$ cat config.mk
export PLATFORM = sky130hd
export DESIGN_NAME = system_reset_sequencer
export DESIGN_NICKNAME = d
export VERILOG_FILES = /design/src/reset_seq_pkg.sv /design/src/src_sync_if.sv /design/src/src_release_sync.sv /design/src/system_reset_sequencer.sv
export SDC_FILE = /design/constraint.sdc
export NUM_CORES = 1
export LEC_CHECK = 0
export BUFFER_PORTS_ARGS = -buffer_cell sky130_fd_sc_hd__buf_2
export CAP_MARGIN = 20
export CORE_MARGIN = 4
export CORE_UTILIZATION = 49
export CTS_BUF_LIST = sky130_fd_sc_hd__clkbuf_2
export DETAILED_ROUTE_END_ITERATION = 8
export GPL_TIMING_DRIVEN = 0
export MAX_ROUTING_LAYER = met4
export PLACE_DENSITY = 0.82
export SETUP_SLACK_MARGIN = 0.5
export SLEW_MARGIN = 30
export SYNTH_ARGS = -nofsm -noshare
export SYNTH_HDL_FRONTEND = slang
export SYNTH_SLANG_ARGS = --single-unit
$ cat constraint.sdc
create_clock -name mclk_i -period 2.23 [get_ports mclk_i]
set_clock_uncertainty 0.1 [all_clocks]
set_input_delay 0.223 -clock mclk_i [delete_from_list [all_inputs] [get_ports mclk_i]]
set_output_delay 0.223 -clock mclk_i [all_outputs]
set_load 0.005 [all_outputs]
$ cat src/reset_seq_pkg.sv
// Constants, register map and types shared by the reset sequencer.
package reset_seq_pkg;

    // ------------------------------------------------------------------
    // Clock and timing
    // ------------------------------------------------------------------
    localparam int unsigned CLK_PERIOD_NS       = 10;
    localparam int unsigned WARMUP_RC_TIME_NS   = 2000;
    localparam int unsigned WARMUP_XTAL_TIME_NS = 64000;
    // Least times, so the cycle counts round up.
    localparam int unsigned WARMUP_RC_CYCLES =
        (WARMUP_RC_TIME_NS + CLK_PERIOD_NS - 1) / CLK_PERIOD_NS;
    localparam int unsigned WARMUP_XTAL_CYCLES =
        (WARMUP_XTAL_TIME_NS + CLK_PERIOD_NS - 1) / CLK_PERIOD_NS;
    localparam int unsigned WARM_CNT_W = 16;

    // ------------------------------------------------------------------
    // Program counter
    // ------------------------------------------------------------------
    localparam int unsigned PC_W = 13;
    localparam logic [PC_W-1:0] PROGRAM_START_ADDRESS = 13'h0000;

    // ------------------------------------------------------------------
    // Register indices; the byte address is four times the index
    // ------------------------------------------------------------------
    localparam int unsigned IDX_W = 10;
    localparam logic [IDX_W-1:0] IDX_PROGRAM_STATUS_FLAGS = 10'h086;
    localparam logic [IDX_W-1:0] IDX_EVENT_STATUS         = 10'h090;
    localparam logic [IDX_W-1:0] IDX_EVENT_CLEAR          = 10'h091;
    localparam logic [IDX_W-1:0] IDX_EVENT_ENABLE         = 10'h092;
    localparam logic [IDX_W-1:0] IDX_SEQ_STATE            = 10'h093;

    // ------------------------------------------------------------------
    // Fields and reset values
    // ------------------------------------------------------------------
    localparam int unsigned TIMEOUT_FLAG_BIT    = 7;
    localparam int unsigned POWER_DOWN_FLAG_BIT = 6;
    localparam logic [1:0] CAUSE_WATCHDOG = 2'h0;
    localparam logic [1:0] CAUSE_RESERVED = 2'h1;
    localparam logic [1:0] CAUSE_POWER    = 2'h2;
    localparam logic [1:0] CAUSE_EXT_PIN  = 2'h3;
    localparam logic [1:0] CAUSE_RESET    = CAUSE_POWER;

    localparam int unsigned EV_W     = 4;
    localparam int unsigned EV_WDT   = 0;
    localparam int unsigned EV_DROOP = 1;
    localparam int unsigned EV_PIN   = 2;
    localparam int unsigned EV_RUN   = 3;
    localparam logic [EV_W-1:0] EV_ENABLE_RESET = 4'h0;

    // ------------------------------------------------------------------
    // Release sequence states
    // ------------------------------------------------------------------
    typedef enum logic [2:0] {
        ST_POWER_UP = 3'b000,
        ST_PIN_WAIT = 3'b001,
        ST_INIT     = 3'b010,
        ST_WARMUP   = 3'b011,
        ST_RUN      = 3'b100
    } seq_state_t;

    // True when a word address selects the given register index.
    function automatic logic reg_hit(input logic [31:0]      addr,
                                     input logic [IDX_W-1:0] idx);
        reg_hit = (addr[IDX_W+1:2] == idx) && (addr[1:0] == 2'h0);
    endfunction : reg_hit

endpackage : reset_seq_pkg

$ cat src/src_sync_if.sv
// Carrier between a reset source and its release synchroniser.
`timescale 1ns/100ps
interface src_sync_if;
    logic assert_async;
    logic held;

    modport sync (input assert_async, output held);
    modport user (output assert_async, input held);
endinterface : src_sync_if

$ cat src/src_release_sync.sv
// Reset source synchroniser: asserts at once, releases after two edges.
`timescale 1ns/100ps
module src_release_sync
    import reset_seq_pkg::*;
(
    input  wire logic  mclk_i,
    input  wire logic  clk_en_i,
    src_sync_if.sync   link
);

    // ------------------------------------------------------------------
    // State
    // ------------------------------------------------------------------
    typedef struct packed {
        logic s1;
        logic s2;
    } sync_state_t;

    sync_state_t st_ff;
    sync_state_t nxt_st;

    // A low shifts in one stage per enabled edge; only s2 is read.
    always_comb begin
        nxt_st = st_ff;
        if (clk_en_i) begin
            nxt_st.s1 = 1'b0;
            nxt_st.s2 = st_ff.s1;
        end
    end

    // The source sets both stages without waiting for a clock.
    always_ff @(posedge mclk_i or posedge link.assert_async) begin
        if (link.assert_async) begin
            st_ff <= '{s1: 1'b1, s2: 1'b1};
        end else begin
            st_ff <= nxt_st;
        end
    end

    assign link.held = st_ff.s2;

endmodule : src_release_sync

$ cat src/system_reset_sequencer.sv
// Reset source combiner, release sequencer and cause recorder.
//
// Design decision made here: register access over AHB-Lite.
`timescale 1ns/100ps
// Contract
// - Four sources put the device in reset
// - Reset holds registers, halts, clears counter
// - Execution starts at address zero afterwards
// - Cause code in status bits seven, six
// - Droop reports the power-on cause code
// - Wait for stable supply before proceeding
// - Stay in reset while pin not high
// - Wait oscillator warm-up before executing
// - Watchdog overflow resets, then normal operation
// - RC warm-up shorter than crystal warm-up
// - Pin is active low, level sensitive
// - Pin resets only when option selects it
module system_reset_sequencer
    import reset_seq_pkg::*;
#(
    parameter int unsigned WARMUP_RC_CYC   = WARMUP_RC_CYCLES,
    parameter int unsigned WARMUP_XTAL_CYC = WARMUP_XTAL_CYCLES
)(
    input  wire logic            mclk_i,
    input  wire logic            rst_i,
    input  wire logic            clk_en_i,
    input  wire logic            ext_reset_n_i,
    input  wire logic            reset_pin_opt_i,
    input  wire logic            osc_crystal_i,
    input  wire logic            supply_stable_i,
    input  wire logic            supply_droop_detector_i,
    input  wire logic            wdt_overflow_i,
    input  wire logic            hsel_i,
    input  wire logic [31:0]     haddr_i,
    input  wire logic [1:0]      htrans_i,
    input  wire logic            hwrite_i,
    input  wire logic [2:0]      hsize_i,
    input  wire logic [31:0]     hwdata_i,
    input  wire logic            hready_i,
    output logic [31:0]          hrdata_o,
    output logic                 hreadyout_o,
    output logic                 hresp_o,
    output logic                 sys_reset_o,
    output logic                 pc_clear_o,
    output logic                 cpu_run_o,
    output logic [PC_W-1:0]      program_start_address_o,
    output logic                 irq_o
);

    // ------------------------------------------------------------------
    // Parameter checks
    // ------------------------------------------------------------------
    if (WARMUP_RC_CYC < 1 || WARMUP_RC_CYC >= WARMUP_XTAL_CYC ||
        WARMUP_XTAL_CYC >= (1 << WARM_CNT_W)) begin : g_bad_warmup
        $error("Warm-up counts must be 1 <= rc < crystal < 2**16.");
    end

    // ------------------------------------------------------------------
    // State
    // ------------------------------------------------------------------
    typedef struct packed {
        seq_state_t             state;
        logic [WARM_CNT_W-1:0]  warm_cnt;
        logic                   xtal_sel;
        logic                   stable_s1;
        logic                   stable_s2;
        logic [1:0]             cause;
        logic [EV_W-1:0]        ev_status;
        logic [EV_W-1:0]        ev_enable;
        logic                   wr_pend;
        logic [IDX_W-1:0]       wr_idx;
        logic [31:0]            rdata;
    } top_state_t;

    localparam top_state_t TOP_RESET = '{
        state:     ST_POWER_UP,
        warm_cnt:  '0,
        xtal_sel:  1'b0,
        stable_s1: 1'b0,
        stable_s2: 1'b0,
        cause:     CAUSE_RESET,
        ev_status: '0,
        ev_enable: EV_ENABLE_RESET,
        wr_pend:   1'b0,
        wr_idx:    '0,
        rdata:     '0
    };

    top_state_t st_ff;
    top_state_t nxt_st;

    src_sync_if droop_link();
    src_sync_if pin_link();

    logic                  droop_held;
    logic                  pin_held;
    logic                  addr_phase;
    logic [WARM_CNT_W-1:0] warm_last;
    logic [EV_W-1:0]       ev_clear;
    logic [EV_W-1:0]       ev_set;
    logic [31:0]           rd_value;

    // ------------------------------------------------------------------
    // Reset sources
    // ------------------------------------------------------------------
    // Droop and power-on share one path so both report the same cause.
    assign droop_link.assert_async = supply_droop_detector_i | rst_i;
    // The pin counts only when the option selects it; low resets.
    assign pin_link.assert_async =
        reset_pin_opt_i & ~ext_reset_n_i;

    src_release_sync u_droop_sync (
        .mclk_i   (mclk_i),
        .clk_en_i (clk_en_i),
        .link     (droop_link)
    );

    // Release of the pin is seen only after two clean edges.
    src_release_sync u_pin_sync (
        .mclk_i   (mclk_i),
        .clk_en_i (clk_en_i),
        .link     (pin_link)
    );

    assign droop_held = droop_link.held;
    assign pin_held   = pin_link.held;

    // ------------------------------------------------------------------
    // Bus decode and read mux
    // ------------------------------------------------------------------
    assign addr_phase = hsel_i & htrans_i[1] & hready_i;

    // Register contents as seen by a read; unmapped words read zero.
    always_comb begin
        rd_value = 32'h0000_0000;
        if (reg_hit(haddr_i, IDX_PROGRAM_STATUS_FLAGS)) begin
            rd_value[TIMEOUT_FLAG_BIT]    = st_ff.cause[1];
            rd_value[POWER_DOWN_FLAG_BIT] = st_ff.cause[0];
        end else if (reg_hit(haddr_i, IDX_EVENT_STATUS)) begin
            rd_value[EV_W-1:0] = st_ff.ev_status;
        end else if (reg_hit(haddr_i, IDX_EVENT_ENABLE)) begin
            rd_value[EV_W-1:0] = st_ff.ev_enable;
        end else if (reg_hit(haddr_i, IDX_SEQ_STATE)) begin
            rd_value[2:0] = st_ff.state;
        end
    end

    // The oscillator type picks the warm-up length.
    assign warm_last = st_ff.xtal_sel ?
        WARM_CNT_W'(WARMUP_XTAL_CYC - 1) :
        WARM_CNT_W'(WARMUP_RC_CYC - 1);

    // ------------------------------------------------------------------
    // Next state
    // ------------------------------------------------------------------
    // Bus writes land first so that hardware events override them.
    always_comb begin
        nxt_st   = st_ff;
        ev_clear = '0;
        ev_set   = '0;
        if (clk_en_i) begin
            nxt_st.stable_s1 = supply_stable_i;
            nxt_st.stable_s2 = st_ff.stable_s1;

            // Data phase of a write captured in the previous cycle.
            nxt_st.wr_pend = 1'b0;
            if (st_ff.wr_pend) begin
                case (st_ff.wr_idx)
                    IDX_PROGRAM_STATUS_FLAGS: begin
                        nxt_st.cause = {hwdata_i[TIMEOUT_FLAG_BIT],
                                        hwdata_i[POWER_DOWN_FLAG_BIT]};
                    end
                    IDX_EVENT_CLEAR: begin
                        ev_clear = hwdata_i[EV_W-1:0];
                    end
                    IDX_EVENT_ENABLE: begin
                        nxt_st.ev_enable = hwdata_i[EV_W-1:0];
                    end
                    default: begin
                        ev_clear = '0;
                    end
                endcase
            end

            // Address phase: reads fetch now, writes wait one cycle.
            nxt_st.rdata = 32'h0000_0000;
            if (addr_phase) begin
                nxt_st.wr_pend = hwrite_i;
                nxt_st.wr_idx  = haddr_i[IDX_W+1:2];
                if (!hwrite_i) begin
                    nxt_st.rdata = rd_value;
                end
            end

            // Reset sources, strongest first, then the release steps.
            if (droop_held) begin
                nxt_st.state    = ST_POWER_UP;
                nxt_st.cause    = CAUSE_POWER;
                ev_set[EV_DROOP] = 1'b1;
            end else if (pin_held) begin
                nxt_st.state    = (st_ff.state == ST_POWER_UP) ?
                                  ST_POWER_UP : ST_PIN_WAIT;
                nxt_st.cause    = CAUSE_EXT_PIN;
                ev_set[EV_PIN]  = 1'b1;
            end else if (wdt_overflow_i) begin
                nxt_st.state    = (st_ff.state == ST_POWER_UP) ?
                                  ST_POWER_UP : ST_INIT;
                nxt_st.cause    = CAUSE_WATCHDOG;
                ev_set[EV_WDT]  = 1'b1;
            end else begin
                case (st_ff.state)
                    ST_POWER_UP: begin
                        if (st_ff.stable_s2) begin
                            nxt_st.state = ST_PIN_WAIT;
                        end
                    end
                    ST_PIN_WAIT: begin
                        // Only reached here with the pin released high or its option off.
                        nxt_st.state = ST_INIT;
                    end
                    ST_INIT: begin
                        nxt_st.state    = ST_WARMUP;
                        nxt_st.warm_cnt = '0;
                        nxt_st.xtal_sel = osc_crystal_i;
                    end
                    ST_WARMUP: begin
                        if (st_ff.warm_cnt == warm_last) begin
                            nxt_st.state  = ST_RUN;
                            ev_set[EV_RUN] = 1'b1;
                        end else begin
                            nxt_st.warm_cnt = st_ff.warm_cnt + 1'b1;
                        end
                    end
                    ST_RUN: begin
                        nxt_st.state = ST_RUN;
                    end
                    default: begin
                        nxt_st.state = ST_POWER_UP;
                    end
                endcase
            end

            // Sticky events: a set in the clearing cycle is kept.
            nxt_st.ev_status = (st_ff.ev_status & ~ev_clear) | ev_set;
        end
    end

    // Register the whole state; only power-on clears it.
    always_ff @(posedge mclk_i or posedge rst_i) begin
        if (rst_i) begin
            st_ff <= TOP_RESET;
        end else begin
            st_ff <= nxt_st;
        end
    end

    // ------------------------------------------------------------------
    // Outputs
    // ------------------------------------------------------------------
    // Any held source asserts reset at once, without a clock edge.
    assign sys_reset_o = droop_held | pin_held |
                         (st_ff.state != ST_RUN);
    assign pc_clear_o  = sys_reset_o;
    assign cpu_run_o   = ~sys_reset_o;
    assign program_start_address_o = PROGRAM_START_ADDRESS;
    assign irq_o       = |(st_ff.ev_status & st_ff.ev_enable);
    assign hrdata_o    = st_ff.rdata;
    assign hreadyout_o = 1'b1;
    assign hresp_o     = 1'b0;

    logic quiet;
    assign quiet = clk_en_i & ~droop_held & ~pin_held & ~wdt_overflow_i;
endmodule : system_reset_sequencer

* Word-level counts from Yosys, hierarchy flattened
Cells that the tools add are included.
** Storage, ports and cells
- Register bits after elaboration :: 79
- Bits of input ports :: 81
- Output and inout bits :: 51
** Operators by class
- Multiplexer cells :: 40
- Reduce and logical (&&, ||, !) cells :: 16
- Eq/ne operators :: 16
- Bitwise gates (word level) :: 15
- $add $sub $neg :: 1
** Operators by type and width (number)
- $eq A10 B8 Y1 const B :: 7
- $mux W43 :: 1
- $pmux W16 S2 :: 1
- $mux W3 :: 7
- $mux W4 :: 5
- $mux W2 :: 9
- $add A16 B1 Y16 const B :: 1
- $eq A16 B13 Y1 :: 1
- $mux W16 :: 1
- $pmux W3 S5 :: 1
- $mux W1 :: 13
- $mux W13 :: 1
- $ne A5 B3 Y1 const B :: 2
- $reduce_and A3 Y1 :: 3
- $and A4 B4 Y4 :: 2
- $mux W8 :: 1
- $reduce_bool A4 Y1 :: 2
- $eq A3 B2 Y1 const B :: 2
- $reduce_and A6 Y1 :: 1
- $not A1 Y1 :: 5
- $reduce_and A5 Y1 :: 1
- $logic_and A1 B1 Y1 :: 4
- $not A4 Y4 :: 1
- $or A4 B4 Y4 :: 1
- 11 further kinds :: 15

* Longest topological paths before layout
Gate-level depths: netlist of run 1.
- Depth after elaboration :: 9
- Depth in mapped cells :: 7
- Gate-level depth less buffers :: 6

* Cells and area by module
A second synthesis of run 1 with hierarchy kept.
** Unflattened totals
- Cell total of the unflattened synthesis :: 328
- Area, all modules :: 3254.4 um2
** By module, submodules not included
- system_reset_sequencer :: area an instance 3094.2 um2, sequential area each 1227.4 um2, cells an instance 318, times used 1
- src_release_sync :: area an instance 80.1 um2, sequential area each 52.6 um2, cells an instance 5, times used 2

* Least setup slack after synthesis of run 1
OpenSTA, ideal clock, no wires.
- Kind :: reg-to-reg
- Start :: reg u_pin_sync.st_ff (netlist bit u_pin_sync.link.held)
- End :: reg st_ff[61] (netlist name)
- Clock period less this slack :: 1.932 ns
- Data required time :: 2.052 ns
- Setup slack :: 0.298 ns
- Stages on the path, launching flop included :: 7
- Library setup time :: 0.078 ns
- Data arrival time :: 1.753 ns
- Path buffers :: 1
- Cells stage by stage :: dfstp_2 buf_6 or4_4 nor2_4 nand4_1 or4_1 a21oi_1
** On the way
- Longest elaborated chain between the ends :: 2
** RTL lines
- start, declared :: RTL line src_release_sync.sv:19 : sync_state_t st_ff;
- start signal, assigned :: RTL line src_release_sync.sv:34 : st_ff <= '{s1: 1'b1, s2: 1'b1};
- start signal, assigned :: RTL line src_release_sync.sv:36 : st_ff <= nxt_st;
- $not A1 Y1 (no line)
- $reduce_and A6 Y1 (no line)
- end signal, assigned :: RTL line system_reset_sequencer.sv:253 : st_ff <= nxt_st;
- end, declared :: RTL line system_reset_sequencer.sv:89 : top_state_t st_ff;
No other way between the ends.
A chain may end at the register's enable or synchronous reset.

* Worst setup path after layout of run 1
- Start :: reg st_ff[62] (netlist name)
- End :: reg st_ff[56] (netlist name)
** On the way
- Longest elaborated chain between the ends :: 3
** RTL lines
- $eq A16 B13 Y1 :: RTL line system_reset_sequencer.sv:227 : if (st_ff.warm_cnt == warm_last) begin
- $ne A2 B2 Y1 (no line)
- $reduce_and A6 Y1 (no line)
No other way between the ends.

==> summary.json, run 1 <==
{
  "globalplace.congestion": 0.847,
  "synthCells": 315,
  "post_dp_hpwl_um": 4690,
  "fp.dieW_um": 86.8,
  "drt-pass1-iter-count": 6,
  "stdcell_count": 528,
  "crit_path_top_delay_cell": "sky130_fd_sc_hd__dfrtp_1",
  "setup.worst_path.start_class": "flip-flop",
  "synth_cell_types": 53,
  "synth_largest_area_cell": "sky130_fd_sc_hd__dfrtp_1",
  "timing.critical_path.max_delay_family": "simple AND/OR/NAND/NOR gates",
  "synth.top_cells.by_count": "48 x sky130_fd_sc_hd__buf_4, 48 x sky130_fd_sc_hd__dfrtp_1, 31 x sky130_fd_sc_hd__nand2_1",
  "timing.max_cap.violations": 0,
  "cts.path.max_buffers": 2,
  "p_leak_nw": 2.08,
  "track_usage_pct": 20.8,
  "cp-end-kind": "flip-flop",
  "syn-mean-instance-area_sq_um": 9.66,
  "ioPinCount": 132,
  "crit_path_cell_trace": "nand2_1 -> nor4_2 -> and4_4 -> buf_6 -> nor2_4 -> mux2_4",
  "final_min_period_over_clock_period_pct": 92.9,
  "synthTopCellsByArea": "sky130_fd_sc_hd__dfrtp_1 39%, sky130_fd_sc_hd__buf_4 12%, sky130_fd_sc_hd__mux2_2 7.0%",
  "routedWlPerCell_um": 16.8,
  "grt_pass1_vias": 2518,
  "std_cell_rows": 28,
  "ctsRootBufferMaster": "sky130_fd_sc_hd__clkbuf_2",
  "post-layout-total-power_mw": 2.48,
  "clock_tree_from_tritoncts": "done",
  "crit-reg2reg-launch": "st_ff[62]$_DFFE_PP0P_",
  "path_type_of_the_worst_min_delay_path": "input pin to flip-flop",
  "worst_setup_hold_path_clk_slew_ns": 0.29,
  "cts_sinks": 53,
  "placement.io_buffers": 37,
  "htree_levels": 2,
  "nNetsFinal": 534,
  "tightestPinTransition_ns": 0.607,
  "synthToLayoutAreaGrowth_pct": 41.9,
  "floorplan.initialDensity_pct": 50.8,
  "core_region_area_sq_um": 5990,
  "status": "finished clean",
  "ys_seq_elements": 53,
  "place.detailed.instances": 466,
  "rsz_0062_raised_after_global_routing": "true",
  "synth_top_area_share_pct": 39.5,
  "max_stage_delay_ns": 0.63,
  "final_report_max_slew_violation_count": 0,
  "clock_insertion_delay_worst_skew_ns": 0.46,
  "route.antenna.remaining_nets": 0,
  "asr_flop_ratio_synth_pct": 100,
  "final.setup.tns_ns": 0,
  "hold_path.startpoint": "haddr_i[1]",
  "critical_path_class": "flip-flop to flip-flop",
  "maxSlewHeadroom_pct": 59.6,
  "synth_edf_count": 0,
  "power.ir.vdd_worst_uv": 345,
  "grt_overflow_total": 0,
  "maximum_number_of_pins_on_one_net_before_global_route_repair": 50,
  "ys_dominant_reg_cell": "sky130_fd_sc_hd__dfrtp_1",
  "drt_iter0_markers": 311,
  "antenna_found_initial": 0,
  "floorplan.die_area_sq_um": 7540,
  "n_antenna_cell": 0,
  "post_synth_instance_area_sq_um": 3040,
  "fmax_ghz": 0.483,
  "pwrdens_nw_per_um2": 575,
  "routed-via-count": 2933,
  "timing.final.crit_period_ns": 2.07,
  "crit_required_ns": 2.51,
  "timing.final.hold_violations": 0,
  "arrival_ns": 2.35,
  "crit_buf_inv": 1,
  "drive_gt1_share_pct": 44.2,
  "startpoint": "st_ff[62]$_DFFE_PP0P_",
  "grt_first_pass_wirelength_um": 12200,
  "vias_per_cell": 5.55,
  "synth_seq_area_share_pct": 43.8,
  "synth_warnings": 0,
  "critPathMaxFanout": 10,
  "timing.hold.ws_ns": 0.0491,
  "totalWireLength_um": 8890,
  "die_height_um": 86.8,
  "final-setup-viol-count": 0,
  "cts-buffers-inserted": 5,
  "drcViolationCount": 0
}
[metal layers]
layer  wire length [um]  track usage (%)  vias to the layer above  share of wire [%]
met5                  0                -                        -                  0
met4                337             6.94                        0                3.8
met3                823             3.52                       49                9.3
met2               4350             34.9                      200                 49
met1               3380             25.5                     1379                 38
li1                   -                -                     1305                  -
[power breakdown]
part / internal (mW) / switching, mW
Sequential: 1.08 / 0.114
Combinational: 0.432 / 0.458
Clock: 0.0778 / 0.324
[worst min-delay path, stage by stage]
cell and delay (ns):
sky130_fd_sc_hd__buf_2 0.08, sky130_fd_sc_hd__nor4_1 0.05, sky130_fd_sc_hd__nand2_1 0.07, sky130_fd_sc_hd__or4_1 0.13, sky130_fd_sc_hd__o2bb2ai_1 0.07
[worst paths after layout]
kind	to	slack [ns]	cells past startpoint
setup / recovery	st_ff[56]$_DFFE_PP0P_	0.16	6
hold / removal	hrdata_o[3]$_DFFE_PP0P_	0.05	5
setup reg to reg	st_ff[56]$_DFFE_PP0P_	0.16	6
hold reg to reg	u_pin_sync.st_ff[1]$_DFFE_PP1P_	0.41	1
max in group asynchronous	u_pin_sync.st_ff[1]$_DFFE_PP1P_	1.28	4
min in group asynchronous	u_pin_sync.link.held$_DFFE_PP1P_	0.18	3
[cell usage in the layout (no fill, tap or decap), types with 4 or more instances in the layout]
| cell | synthesis | routed |
|---|---|---|
| sky130_fd_sc_hd__o2bb2ai_1 | 4 | 4 |
| sky130_fd_sc_hd__nor2b_1 | 5 | 5 |
| sky130_fd_sc_hd__a22o_1 | 4 | 4 |
| sky130_fd_sc_hd__conb_1 | 2 | 41 |
| sky130_fd_sc_hd__buf_6 | 1 | 6 |
| sky130_fd_sc_hd__nor2_4 | 1 | 6 |
| sky130_fd_sc_hd__nor3_2 | 0 | 5 |
| sky130_fd_sc_hd__dfrtp_1 | 48 | 47 |
| sky130_fd_sc_hd__nor3_1 | 13 | 6 |
| sky130_fd_sc_hd__clkbuf_2 | 0 | 6 |
| sky130_fd_sc_hd__nand3_2 | 0 | 4 |
| sky130_fd_sc_hd__a21oi_1 | 8 | 6 |
| sky130_fd_sc_hd__buf_4 | 48 | 75 |
| sky130_fd_sc_hd__dlygate4sd3_1 | 0 | 21 |
| sky130_fd_sc_hd__nand4_1 | 7 | 7 |
| sky130_fd_sc_hd__xnor2_1 | 7 | 7 |
| sky130_fd_sc_hd__dfstp_2 | 5 | 5 |
| sky130_fd_sc_hd__inv_1 | 11 | 10 |
| sky130_fd_sc_hd__mux2_2 | 19 | 18 |
| sky130_fd_sc_hd__o21ai_0 | 10 | 8 |
| sky130_fd_sc_hd__buf_2 | 4 | 39 |
| sky130_fd_sc_hd__nor2_1 | 18 | 13 |
| sky130_fd_sc_hd__nand2_1 | 31 | 28 |
[sequential cells by signal, indices dropped and copies added (netlist names)]
register and count:
u_droop_sync.link.held 1, u_pin_sync.st_ff 1, u_droop_sync.st_ff 1, hrdata_o 6
u_pin_sync.link.held 1, st_ff 43
[stage by stage]
stage / util [%] / worst slack, ns / instance area (sq um)
global placement: 59.0 / 0.0606 / 3540
global route: 72.1 / 0.115 / 4320
CTS: 67.2 / 0.251 / 4030
floorplan: - / 0.402 / 3260
detailed placement: 59.1 / 0.0709 / 3540
finish: 72.1 / 0.158 / 4320
[timing repair]
item,in CTS,in global routing
endpoints found under the setup margin,29,37
cloned,1,0
hold buffers,21,0
setup buffers,14,18
hold endpoints to repair,77,0
gates resized for setup,24,38
pin swaps,10,21
[final cells by class]
type	instances	area (sq um)
fill	396	1670
buffer	59	443
timing repair buffer	90	663
sequential	53	1330
multi-input combinational	231	1690
inverter	12	47.5
tap	75	93.8
clock inverter	3	20.0
clock buffer	5	25.0
[kinds of logic (layout without fill, tap and decap cells)]
family,after synthesis,after routing,synth area share (%)
AO/OA/AOI/OAI,48,48,11.2
XOR/XNOR,7,7,2.01
adder cells (fa/ha/maj),1,1,0.411
buffers and inverters,71,169,15.1
flip-flops,53,53,43.8
multiplexers,21,21,7.69
other,2,41,0.247
AND/OR/NAND/NOR,112,113,19.6
No activity file was read; power rests on OpenSTA's default activity.
==> inputs of run 2 (changes only) <==
clock period = 1.96 ns   (was 2.23 ns; I/O delays follow)
==> run 2 against run 1 <==
- the flow now finishes with violations (setup timing)
- via count grew 1.9%
- final cell count grew 1.1%
- clock power increased by 15%
- register-to-register slack lost 0.26 ns
- first-iteration DRC count is 1.3% lower
- worst setup slack got worse by 0.26 ns
- largest power group unchanged
==> summary.json, run 2 (synthesis results as in run 1) <==
{
  "status": "finished, violations left",
  "failed_checks": "setup timing",
  "grt_first_pass_wirelength_um": 13200,
  "p_leak_nw": 2.19,
  "synthToLayoutAreaGrowth_pct": 47.0,
  "placement.io_buffers": 37,
  "gr-max-usage-layer": "met2",
  "post_dp_hpwl_um": 5060,
  "largest_register_ff_count": 43,
  "final_report_max_slew_violation_count": 0,
  "arrival_ns": 2.36,
  "power.switching_fraction_pct": 35.7,
  "fp.dieW_um": 86.8,
  "pwrdens_nw_per_um2": 617,
  "timing.final.crit_period_ns": 2.06,
  "ctsRootBufferMaster": "sky130_fd_sc_hd__clkbuf_2",
  "htree_levels": 2,
  "cts_sinks": 53,
  "die_height_um": 86.8,
  "crit_required_ns": 2.26,
  "grt_util_met1_pct": 26.6,
  "worst_setup_hold_path_clk_slew_ns": 0.29,
  "drcViolationCount": 0,
  "critical_path_class": "flip-flop to flip-flop",
  "totalWireLength_um": 9010,
  "grt_util_met2_pct": 39.5,
  "drt-pass1-iter-count": 5,
  "maxSlewHeadroom_pct": 63.1,
  "final_cell_mix": "74 x sky130_fd_sc_hd__buf_4, 48 x sky130_fd_sc_hd__dfrtp_1, 41 x sky130_fd_sc_hd__conb_1",
  "stdcell_count": 534,
  "drt_iter0_markers": 307,
  "power_switching_mw": 0.985,
  "timing.hold.ws_ns": 0.0268,
  "cts-buffers-inserted": 5,
  "floorplan.initialDensity_pct": 50.8,
  "max_flop_register": "st_ff",
  "routed-via-count": 2989,
  "antenna_found_initial": 0,
  "rsz_0062_raised_after_global_routing": "true",
  "p_comb_share_pct": 35.7,
  "cp-end-kind": "flip-flop",
  "timing.final.hold_violations": 0,
  "maximum_number_of_pins_on_one_net_before_global_route_repair": 27,
  "power.share.clock_pct": 16.7,
  "internal_power_mw": 1.78,
  "path_type_of_the_worst_min_delay_path": "input pin to flip-flop",
  "layout_setup_ws_ns": -0.0970,
  "route.antenna.remaining_nets": 0,
  "cts.path.max_buffers": 2,
  "grt_pass1_vias": 2779,
  "critPathMaxFanout": 3,
  "final.setup.tns_ns": -0.239,
  "post-layout-total-power_mw": 2.76,
  "core_region_area_sq_um": 5990,
  "vias_per_cell": 5.60,
  "track_usage_pct": 22.6,
  "final_min_period_over_clock_period_pct": 105,
  "timing.critical_path.max_delay_family": "simple AND/OR/NAND/NOR gates",
  "seqPwrFrac_pct": 47.6,
  "layout_commonest_cell": "sky130_fd_sc_hd__buf_4",
  "nNetsFinal": 540,
  "crit_buf_inv": 0,
  "globalplace.congestion": 0.871,
  "clock_tree_from_tritoncts": "done",
  "routedWlPerCell_um": 16.9,
  "grt_overflow_total": 0,
  "place.detailed.instances": 467,
  "drive_gt1_share_pct": 45.3,
  "crit_path_top_delay_cell": "sky130_fd_sc_hd__or4_4",
  "timing.max_cap.violations": 0,
  "met3_track_utilization_from_global_routing_pct": 3.71,
  "std_cell_rows": 28,
  "crit_path_cell_trace": "or4_4 -> nor2_4 -> nand4_1 -> or4_1 -> a21oi_1",
  "final-setup-viol-count": 9,
  "max_stage_delay_ns": 0.57,
  "fmax_ghz": 0.486,
  "ioPinCount": 132,
  "clock_insertion_delay_worst_skew_ns": 0.47,
  "n_antenna_cell": 0,
  "floorplan.die_area_sq_um": 7540,
  "power.ir.vdd_worst_uv": 379,
  "tightestPinTransition_ns": 0.554,
  "setup.worst_path.start_class": "flip-flop"
}
==> run 2: cell types whose count changed in the layout (fill, tap and decap cells not counted), sizes merged <==
cell | previous run | this run
inv | 12 | 10
clkbuf | 9 | 10
nor2 | 19 | 20
clkinvlp | 1 | 2
nand4 | 9 | 8
buf | 124 | 130
==> run 2: cell type report <==
class	count	area, sq um
Tap cell	75	93.8
Timing Repair Buffer	96	749
Clock buffer	6	30.0
Sequential cell	53	1330
Multi-Input combinational cell	231	1740
Clock inverter	2	16.3
Fill cell	367	1520
Inverter	12	48.8
Buffer	59	462
==> run 2: path summary, 6_finish.rpt <==
path	from	endpoint	slack, ns	depth (start not counted)
max	st_ff[74]$_DFFE_PP0P_	st_ff[61]$_DFFE_PP0P_	-0.1	5
min	haddr_i[0]	hrdata_o[3]$_DFFE_PP0P_	0.03	5
max reg2reg	st_ff[74]$_DFFE_PP0P_	st_ff[61]$_DFFE_PP0P_	-0.1	5
min reg2reg	st_ff[52]$_DFFE_PP1P_	st_ff[52]$_DFFE_PP1P_	0.40	2
max in group asynchronous	reset_pin_opt_i	u_pin_sync.link.held$_DFFE_PP1P_	1.01	4
min in group asynchronous	ext_reset_n_i	u_pin_sync.st_ff[1]$_DFFE_PP1P_	0.15	3
==> run 2: stage by stage <==
step / area [sq um] / setup WS [ns] / utilization (%)
2_1_floorplan: 3350 / 0.132 / -
3_3_place_gp: 3630 / 0.0346 / 60.5
3_5_place_dp: 3650 / -0.0319 / 60.9
4_1_cts: 4300 / -0.0393 / 71.7
5_1_grt: 4480 / -0.161 / 74.7
6_report: 4480 / -0.0970 / 74.7
==> run 2: what timing repair did <==
item                                    4_1_cts  5_1_grt
hold buffers                                 21        0
endpoints found under the setup margin       37       40
gates cloned                                  1        0
resized for setup                            40       26
setup buffers                                28        9
hold endpoints to repair                     68        0
pin swaps                                    26       12
==> run 2: power groups by stage <==
stage	clock (mW)	sequential, mW	combinational (mW)
2_1_floorplan	0	1.32	0.490
3_3_place_gp	0	1.34	0.591
3_5_place_dp	0	1.35	0.623
4_1_cts	0.463	1.31	0.855
5_1_grt	0.505	1.33	1.05
6_report	0.462	1.31	0.986
==> run 2: worst reg2reg max path: cells and delay by family (launching register included) <==
family,cells,cell delay [ns]
AO/OA/AOI/OAI,1,0.14
AND/OR/NAND/NOR,4,1.30
flip-flops,1,0.46
==> run 2: metal layers <==
metal  routed length (um)  up-vias
met2                 4490      215
met3                  788       44
met5                    0        -
li1                     -     1315
met4                  355        0
met1                 3380     1415
